`config.mk`:
```
export PLATFORM = sky130hd
export DESIGN_NAME = ocl_top
export DESIGN_NICKNAME = d
export VERILOG_FILES = /design/src/rtl/ocl_pkg.sv /design/src/rtl/ocl_pre_if.sv /design/src/rtl/ocl_prescaler.sv /design/src/rtl/ocl_top.sv
export VERILOG_INCLUDE_DIRS = /design/src /design/src/rtl
export SDC_FILE = /design/constraint.sdc
export NUM_CORES = 1
export LEC_CHECK = 0
export ABC_AREA = 1
export BUFFER_PORTS_ARGS = -buffer_cell sky130_fd_sc_hd__buf_4
export CORE_MARGIN = 5
export CORE_UTILIZATION = 50
export CTS_CLUSTER_DIAMETER = 60
export CTS_CLUSTER_SIZE = 14
export DETAILED_ROUTE_END_ITERATION = 6
export PLACE_DENSITY = 0.85
export RECOVER_POWER = 25
export SYNTH_ARGS = -nofsm -noshare
export SYNTH_HDL_FRONTEND = slang
export SYNTH_SLANG_ARGS = --single-unit
```
`constraint.sdc`:
```
create_clock -name clk_sys -period 1.33 [get_ports clk_sys]
set_input_delay 0.266 -clock clk_sys [delete_from_list [all_inputs] [get_ports clk_sys]]
set_output_delay 0.266 -clock clk_sys [all_outputs]
set_load 0.02 [all_outputs]
```
`src/rtl/ocl_map.svh`:
```
// Offsets, field positions, reset values and counts for the channel control slice.
// Assumes inclusion by bare name from any design file of this block.
// Notes on behaviour
// - Select-A code 000..101 in bits 6..4 picks a count rate of clock/1, /2, /4, /8, /16 or /32 for side A.
// - Select-B code 000..101 in bits 2..0 picks a count rate of clock/1, /2, /4, /8, /16 or /32 for side B.
// - Both selects reset to zero, so counting starts undivided, and bits 7 and 3 read zero and ignore writes.
// - Link bit n (0..5) passes channel output n through to channel-1 offset source n, else blocks it.
// - Link bit 6 passes channel output G through to channel-2 offset source A, else blocks it.
// - Link bit 7 passes channel output H through to channel-2 offset source B, else blocks it.
// - All eight link bits reset to zero and are all freely readable and writable.
// - The one-shot H request is forwarded only while enable bit 7 is one.
// - All eight one-shot enables, H..A in bits 7..0, reset to zero.
// - One-shot G, F, E and D requests are gated by enable bits 6, 5, 4 and 3.
`ifndef OCL_MAP_SVH
`define OCL_MAP_SVH

// Processor-side register addresses
`define OCL_PRESCALE_OFS 32'hffff82e0
`define OCL_LINK_OFS 32'hffff82e1
`define OCL_IRQEN_OFS 32'hffff82e2

// Register indices; byte address is four times the index
`define OCL_PRESCALE_IDX 6'h00
`define OCL_LINK_IDX 6'h01
`define OCL_IRQEN_IDX 6'h02
`define OCL_STATUS_IDX 6'h03

// Field positions
`define OCL_SEL_A_LSB 4
`define OCL_SEL_A_MSB 6
`define OCL_SEL_B_LSB 0
`define OCL_SEL_B_MSB 2
`define OCL_PRESCALE_WMASK 8'h77

// Reset values
`define OCL_PRESCALE_RST 8'h00
`define OCL_LINK_RST 8'h00
`define OCL_IRQEN_RST 8'h00
`define OCL_STATUS_RST 8'h00

// Prescaler counter width, enough for divide by 32
`define OCL_CNT_W 5

`endif

```
`src/rtl/ocl_pkg.sv`:
```
// Types shared by the channel control slice.
// Assumes nothing beyond a SystemVerilog compiler.
package ocl_pkg;

	// Prescaler select codes, divide ratio rising with the code
	typedef enum logic [2:0] {
		ocl_div_1,
		ocl_div_2,
		ocl_div_4,
		ocl_div_8,
		ocl_div_16,
		ocl_div_32,
		ocl_div_rsv6,
		ocl_div_rsv7
	} ocl_div_t;

	typedef logic [7:0] ocl_byte_t;
	typedef logic [5:0] ocl_idx_t;

endpackage

```
`src/rtl/ocl_pre_if.sv`:
```
// Select and tick pair between the top and one prescaler.
// Assumes both ends sit on clk_sys.
interface ocl_pre_if;
	ocl_pkg::ocl_div_t sel;
	logic tick;

	modport ctrl (output sel, input tick);
	modport div (input sel, output tick);
endinterface

```
`src/rtl/ocl_prescaler.sv`:
```
// One prescaler: a free counter and a registered count tick per selected rate.
// Assumes sel comes from a register on the same clock.
`include "ocl_map.svh"

module ocl_prescaler #(
	parameter int CNT_W = `OCL_CNT_W
) (
	// Clock and reset
	input wire logic clk_sys,
	input wire logic rst_b,
	// Select in, tick out
	ocl_pre_if.div pre
);

	logic [CNT_W-1:0] cnt_reg;
	logic [CNT_W-1:0] cnt_next;
	logic tick_reg;
	logic tick_next;
	logic [CNT_W-1:0] mask;
	logic valid;

	// Low-bit mask per rate; reserved codes never tick
	always_comb begin
		mask = '0;
		valid = 1'b1;
		unique case (pre.sel)
			ocl_pkg::ocl_div_1: mask = 5'h00;
			ocl_pkg::ocl_div_2: mask = 5'h01;
			ocl_pkg::ocl_div_4: mask = 5'h03;
			ocl_pkg::ocl_div_8: mask = 5'h07;
			ocl_pkg::ocl_div_16: mask = 5'h0f;
			ocl_pkg::ocl_div_32: mask = 5'h1f;
			ocl_pkg::ocl_div_rsv6: valid = 1'b0;
			ocl_pkg::ocl_div_rsv7: valid = 1'b0;
		endcase
		cnt_next = cnt_reg + 5'h01;
		tick_next = valid && ((cnt_reg & mask) == mask);
	end

	// Counter and tick flops
	always_ff @(posedge clk_sys or negedge rst_b) begin
		if (!rst_b) begin
			cnt_reg <= '0;
			tick_reg <= 1'b0;
		end else begin
			cnt_reg <= cnt_next;
			tick_reg <= tick_next;
		end
	end

	assign pre.tick = tick_reg;

endmodule

```
`src/rtl/ocl_top.sv`:
```
// Channel control slice: prescaler selects, output-to-offset links, one-shot interrupt gating.
// Assumes a classic Wishbone master on clk_sys and same-clock channel and flag inputs.
//
// Added by the designer: the Wishbone register port.
`include "ocl_map.svh"

module ocl_top (
	// Clock and reset
	input wire logic clk_sys,
	input wire logic rst_b,
	// Wishbone slave
	input wire logic wb_cyc,
	input wire logic wb_stb,
	input wire logic wb_we,
	input wire logic [7:0] wb_adr,
	input wire logic [3:0] wb_sel,
	input wire logic [31:0] wb_dat_w,
	output logic [31:0] wb_dat_r,
	output logic wb_ack,
	// Count rate ticks
	output logic count_tick_a,
	output logic count_tick_b,
	// Channel outputs H..A and offset sources
	input wire logic [7:0] chan_out,
	output logic [5:0] ch1_offset_src,
	output logic ch2_offset_src_a,
	output logic ch2_offset_src_b,
	// One-shot flags H..A and requests
	input wire logic [7:0] oneshot_flag,
	output logic [7:0] oneshot_irq,
	output logic irq
);

	// Prescaler carriers
	ocl_pre_if pre_a ();
	ocl_pre_if pre_b ();

	// Bus state
	logic ack_reg;
	logic ack_next;
	logic [31:0] dat_reg;
	logic [31:0] dat_next;
	logic stat_rd_reg;
	logic stat_rd_next;

	// Register state
	ocl_pkg::ocl_byte_t prescaler_select_reg;
	ocl_pkg::ocl_byte_t prescaler_select_next;
	ocl_pkg::ocl_byte_t output_link_enables_reg;
	ocl_pkg::ocl_byte_t output_link_enables_next;
	ocl_pkg::ocl_byte_t one_shot_irq_enables_reg;
	ocl_pkg::ocl_byte_t one_shot_irq_enables_next;
	ocl_pkg::ocl_byte_t status_reg;
	ocl_pkg::ocl_byte_t status_next;
	ocl_pkg::ocl_byte_t flag_prev_reg;
	ocl_pkg::ocl_byte_t flag_prev_next;

	// Output state
	logic [5:0] ch1_src_reg;
	logic [5:0] ch1_src_next;
	logic ch2_a_reg;
	logic ch2_a_next;
	logic ch2_b_reg;
	logic ch2_b_next;
	ocl_pkg::ocl_byte_t oneshot_irq_reg;
	ocl_pkg::ocl_byte_t oneshot_irq_next;
	logic irq_reg;
	logic irq_next;

	// Decode and strobes
	ocl_pkg::ocl_idx_t idx;
	logic req;
	logic wr_fire;
	logic rd_fire;
	logic hit_pre;
	logic hit_link;
	logic hit_en;
	logic hit_stat;
	ocl_pkg::ocl_byte_t wbyte;
	ocl_pkg::ocl_byte_t rise;
	ocl_pkg::ocl_byte_t clr;

	// Prescaler selects from the control register
	assign pre_a.sel = ocl_pkg::ocl_div_t'(prescaler_select_reg[`OCL_SEL_A_MSB:`OCL_SEL_A_LSB]);
	assign pre_b.sel = ocl_pkg::ocl_div_t'(prescaler_select_reg[`OCL_SEL_B_MSB:`OCL_SEL_B_LSB]);

	// Side A prescaler
	ocl_prescaler #(
		.CNT_W(`OCL_CNT_W)
	) u_pre_a (
		.clk_sys(clk_sys),
		.rst_b(rst_b),
		.pre(pre_a)
	);

	// Side B prescaler
	ocl_prescaler #(
		.CNT_W(`OCL_CNT_W)
	) u_pre_b (
		.clk_sys(clk_sys),
		.rst_b(rst_b),
		.pre(pre_b)
	);

	// Address decode; byte lanes above lane 0 are ignored
	always_comb begin
		idx = ocl_pkg::ocl_idx_t'(wb_adr[7:2]);
		req = wb_cyc && wb_stb;
		hit_pre = (idx == `OCL_PRESCALE_IDX);
		hit_link = (idx == `OCL_LINK_IDX);
		hit_en = (idx == `OCL_IRQEN_IDX);
		hit_stat = (idx == `OCL_STATUS_IDX);
		wr_fire = req && wb_we && ack_reg && wb_sel[0]; // Write lands at the ack edge
		rd_fire = req && !wb_we && ack_reg;
		wbyte = wb_dat_w[7:0];
	end

	// Ack one cycle after the request, dropped right after
	always_comb begin
		ack_next = req && !ack_reg;
		stat_rd_next = 1'b0;
		dat_next = 32'h00000000;
		if (req && !ack_reg && !wb_we) begin
			stat_rd_next = hit_stat;
			if (hit_pre) begin
				dat_next = {24'h000000, prescaler_select_reg};
			end else if (hit_link) begin
				dat_next = {24'h000000, output_link_enables_reg};
			end else if (hit_en) begin
				dat_next = {24'h000000, one_shot_irq_enables_reg};
			end else if (hit_stat) begin
				dat_next = {24'h000000, status_reg};
			end else begin
				dat_next = 32'h00000000; // Unmapped reads zero
			end
		end
	end

	// Bus flops
	always_ff @(posedge clk_sys or negedge rst_b) begin
		if (!rst_b) begin
			ack_reg <= 1'b0;
			dat_reg <= 32'h00000000;
			stat_rd_reg <= 1'b0;
		end else begin
			ack_reg <= ack_next;
			dat_reg <= dat_next;
			stat_rd_reg <= stat_rd_next;
		end
	end

	// Prescaler select register; bits 7 and 3 stay zero
	always_comb begin
		prescaler_select_next = prescaler_select_reg;
		if (wr_fire && hit_pre) begin
			prescaler_select_next = wbyte & `OCL_PRESCALE_WMASK;
		end
	end

	// Link enable register
	always_comb begin
		output_link_enables_next = output_link_enables_reg;
		if (wr_fire && hit_link) begin
			output_link_enables_next = wbyte;
		end
	end

	// One-shot enable register, also the interrupt mask
	always_comb begin
		one_shot_irq_enables_next = one_shot_irq_enables_reg;
		if (wr_fire && hit_en) begin
			one_shot_irq_enables_next = wbyte;
		end
	end

	// Control register flops
	always_ff @(posedge clk_sys or negedge rst_b) begin
		if (!rst_b) begin
			prescaler_select_reg <= `OCL_PRESCALE_RST;
			output_link_enables_reg <= `OCL_LINK_RST;
			one_shot_irq_enables_reg <= `OCL_IRQEN_RST;
		end else begin
			prescaler_select_reg <= prescaler_select_next;
			output_link_enables_reg <= output_link_enables_next;
			one_shot_irq_enables_reg <= one_shot_irq_enables_next;
		end
	end

	// Sticky one-shot events; a read clears only the bits it returned
	always_comb begin
		flag_prev_next = oneshot_flag;
		rise = oneshot_flag & ~flag_prev_reg;
		clr = 8'h00;
		if (rd_fire && stat_rd_reg) begin
			clr = dat_reg[7:0];
		end
		status_next = (status_reg & ~clr) | rise; // Set wins over clear
	end

	// Event flops
	always_ff @(posedge clk_sys or negedge rst_b) begin
		if (!rst_b) begin
			status_reg <= `OCL_STATUS_RST;
			flag_prev_reg <= 8'h00;
		end else begin
			status_reg <= status_next;
			flag_prev_reg <= flag_prev_next;
		end
	end

	// Output-to-offset couplings
	always_comb begin
		ch1_src_next = chan_out[5:0] & output_link_enables_reg[5:0];
		ch2_a_next = chan_out[6] && output_link_enables_reg[6];
		ch2_b_next = chan_out[7] && output_link_enables_reg[7];
	end

	// Coupling flops
	always_ff @(posedge clk_sys or negedge rst_b) begin
		if (!rst_b) begin
			ch1_src_reg <= 6'h00;
			ch2_a_reg <= 1'b0;
			ch2_b_reg <= 1'b0;
		end else begin
			ch1_src_reg <= ch1_src_next;
			ch2_a_reg <= ch2_a_next;
			ch2_b_reg <= ch2_b_next;
		end
	end

	// One-shot request gating, bit per channel
	always_comb begin
		oneshot_irq_next[7] = oneshot_flag[7] && one_shot_irq_enables_reg[7];
		oneshot_irq_next[6:3] = oneshot_flag[6:3] & one_shot_irq_enables_reg[6:3];
		oneshot_irq_next[2:0] = oneshot_flag[2:0] & one_shot_irq_enables_reg[2:0];
		irq_next = |(status_reg & one_shot_irq_enables_reg);
	end

	// Request flops
	always_ff @(posedge clk_sys or negedge rst_b) begin
		if (!rst_b) begin
			oneshot_irq_reg <= 8'h00;
			irq_reg <= 1'b0;
		end else begin
			oneshot_irq_reg <= oneshot_irq_next;
			irq_reg <= irq_next;
		end
	end

	// Port drive, all from flops
	assign wb_ack = ack_reg;
	assign wb_dat_r = dat_reg;
	assign count_tick_a = pre_a.tick;
	assign count_tick_b = pre_b.tick;
	assign ch1_offset_src = ch1_src_reg;
	assign ch2_offset_src_a = ch2_a_reg;
	assign ch2_offset_src_b = ch2_b_reg;
	assign oneshot_irq = oneshot_irq_reg;
	assign irq = irq_reg;

endmodule

```
==> results.yml <==
run:
  cap_viol_max_count: 0
synth:
  synth.top_cell.area_share_pct: 56.4
  synthArstFlopShare_pct: 100
  synth_top_family_by_area: "simple AND/OR/NAND/NOR gates"
  synthSimpleGateAreaFrac_pct: 21.4
  synth_edf_count: 0
  synth_warnings: 0
  synth_top_cell_by_area: "dfrtp_1"
  synth_compound_gate_area_share_pct: 7.25
  synthCells: 374
  synth.area.top_cells: "dfrtp_1 (56%), nand2_1 (9.7%), inv_1 (6.3%)"
  syn-cell-area_um2: 3420
  yosys-top-cells-count: "nand2_1 (88), dfrtp_1 (77), inv_1 (57), o21ai_0 (36), buf_4 (25)"
  ys_types: 24
  muxShareOfSynthArea_pct: 0
  synth_flop_cell: "dfrtp_1"
  synth.most_common_cell: "nand2_1"
  synth.avg_cell_area_um2: 9.14
  seq_area_frac_synth_pct: 56.4
  synthXorXnorAreaFrac_pct: 1.54
  synthAdderAreaFrac_pct: 0.732
  ys_ff_latch: 77
min_path:
  hold_start: "oneshot_flag[3]"
  hp-class: "primary input to flop"
  holdPathStages: 1
  worstHoldEndpoint: "flag_prev_reg[3]$_DFF_PN0_"
worst_setup_path:
  end_kind: "flop"
  rr_startpoint: "wb_ack$_DFF_PN0_"
  crit_type: "flop to flop"
  crit_chain: "inv_1 -> nor2_2 -> nand3_4 -> buf_12 -> nor2_8 -> nand2_1 -> o21ai_1"
  reg2reg_slack_ps: 4
  slowest_delay_ps: 370
  cp_max_fo: 7
  reg2reg_to: "prescaler_select_reg[0]$_DFFE_PN0P_"
  arrival_ps: 1590
  reg2reg_depth: 7
  slowest_stage: "dfrtp_2"
  cp.required_ps: 1590
  cp-start-kind: "flop"
power:
  p_per_area_nw_per_um2: 1140
  p_leak_nw: 2.35
  irDropWorstVdd_v: 0.000684
  p_total_w: 0.00491
sta:
  setup_slack_ps: 3.60
  post-route-period-util_pct: 99.7
  fmax_mhz: 754
  rsz0062_at_grt: "yes"
  period_minus_slack_ps: 1330
  skew_ps: 9.81
  setup_viol: 0
  timing.hold.ws_ps: 54.9
  hold_violations: 0
  drv_slew: 0
route:
  vias: 2685
  postRouteAntennaNets: 0
  viasPerCell: 4.90
  wl_per_cell_um: 14.3
  dr.pass1.iters: 4
  drtIter0Drc: 144
  wl_um: 7820
  post-route-drc-count: 0
floorplanning:
  die_h_um: 92.7
  coreArea_um2: 6720
  initial_core_util_pct: 50.9
  num_rows: 30
  die_w_um: 92.7
  die-area_um2: 8590
  io_pins: 117
layout:
  fin_nets: 530
  syn_to_final_growth_pct: 26.0
  finalNonFillerCells: 548
  fillCellCount: 556
  insertedDiodeCount: 0
  drive_above_1_share_pct: 23.1
  utilization_pct: 64.1
grt:
  grt_remaining_overflow: 0
  grt_max_degree: 37
  grt_pass1_wl_um: 12900
  antenna_found_initial: 0
  grt_usage_pct: 19.1
  grt_pass1_vias: 2657
clock_network:
  clock_latency_ps: 350
  clk_pin_slew_ps: 80
  clock-root-buffer: "clkbuf_8"
  clock-sinks: 77
  cts_tree: "yes"
  numCtsBuffers: 9
  cts_buffer_depth: 2
  cts.htree.levels: 3
placed_design:
  io_buffer_count: 63
  dpl_worst_slack_ps: -29.3
  hpwlAfterDp_um: 5580
  placedCellCount: 527
  routabilityCongestion: 0.870
run_status:
  outcome: "complete, no violations"
==> how the worst max path moves through the flow <==
stage / cells past startpoint / end / startpoint
after global placement: 6 / wb_dat_r[0]$_DFF_PN0_ / wb_adr[5]
after floorplan: 7 / one_shot_irq_enables_reg[3]$_DFFE_PN0P_ / wb_ack$_DFF_PN0_
final: 7 / prescaler_select_reg[0]$_DFFE_PN0P_ / wb_ack$_DFF_PN0_
after CTS: 2 / wb_ack / wb_ack$_DFF_PN0_
after detailed placement: 6 / status_reg[0]$_DFF_PN0_ / wb_cyc
after global routing: 7 / prescaler_select_reg[0]$_DFFE_PN0P_ / wb_ack$_DFF_PN0_
==> critical path: cells and delay by family (launching register included) <==
family                 cells  cell delay, ps
buffers and inverters      2             250
and+or+nand+nor            4             530
DFF                        1             370
AOI/OAI and AO/OA          1              90
==> repair_timing <==
item	4_1_cts	5_1_grt
endpoints found under the hold margin	13	0
buffers inserted	0	2
resized for setup	0	9
setup endpoints to repair	0	21
hold buffers	1	0
==> area by class of cell <==
class / instances / area, um2 / area share, %
clock buffers: 12 / 145 / 3.37
clock inverters: 4 / 95.1 / 2.21
inverters: 59 / 221 / 5.14
multi-input cells: 235 / 1190 / 27.6
flip-flops and latches: 77 / 1930 / 44.8
well taps: 80 / 100 / 2.32
repair buffers: 81 / 628 / 14.6
==> kinds of logic (layout without fill, tap and decap cells) <==
kind of cell,Yosys count,after routing
AO/OA/AOI/OAI,49,49
XOR/XNOR,6,6
adder cells (fa/ha/maj),2,2
buffers and inverters,87,156
flip-flops,77,77
other,1,24
AND/OR/NAND/NOR,152,154
==> layout by cell type, fill, tap and decap left out, types with 9 or more instances in the layout <==
master    count
conb_1       24
dfrtp_1      76
nand3_1      12
buf_4        67
clkbuf_1     10
o21ai_0      33
nand4_1      15
nand2_1      86
a21oi_1       9
inv_1        57
nor2_1       22
clkbuf_8     10
==> through the flow <==
| stage | setup TNS, ps | area (um2) |
|---|---|---|
| 2_1_floorplan | 0 | 3500 |
| 3_3_place_gp | 0 | 4020 |
| 3_5_place_dp | -69.5 | 4020 |
| 4_1_cts | 0 | 4270 |
| 5_1_grt | -334 | 4310 |
| 6_report | 0 | 4310 |
==> where the power goes <==
group	switching [W]	total [W]	internal, W	leakage [nW]
sequential	0.0000134	0.00239	0.00237	0.929
clock	0.000828	0.00213	0.00130	0.121
combinational	0.000256	0.000394	0.000138	1.30
total	0.00110	0.00491	0.00381	2.35
==> per-layer routing <==
layer  part of all wire [%]  global-route usage (%)  vias up
met5                      0                       0        -
met4                    1.5                    7.57        0
met3                    6.9                    4.47       13
met2                     50                    30.1       91
met1                     42                    25.6     1276
li1                       -                       -     1305
Note: power is estimated with default switching activity, not from simulation.
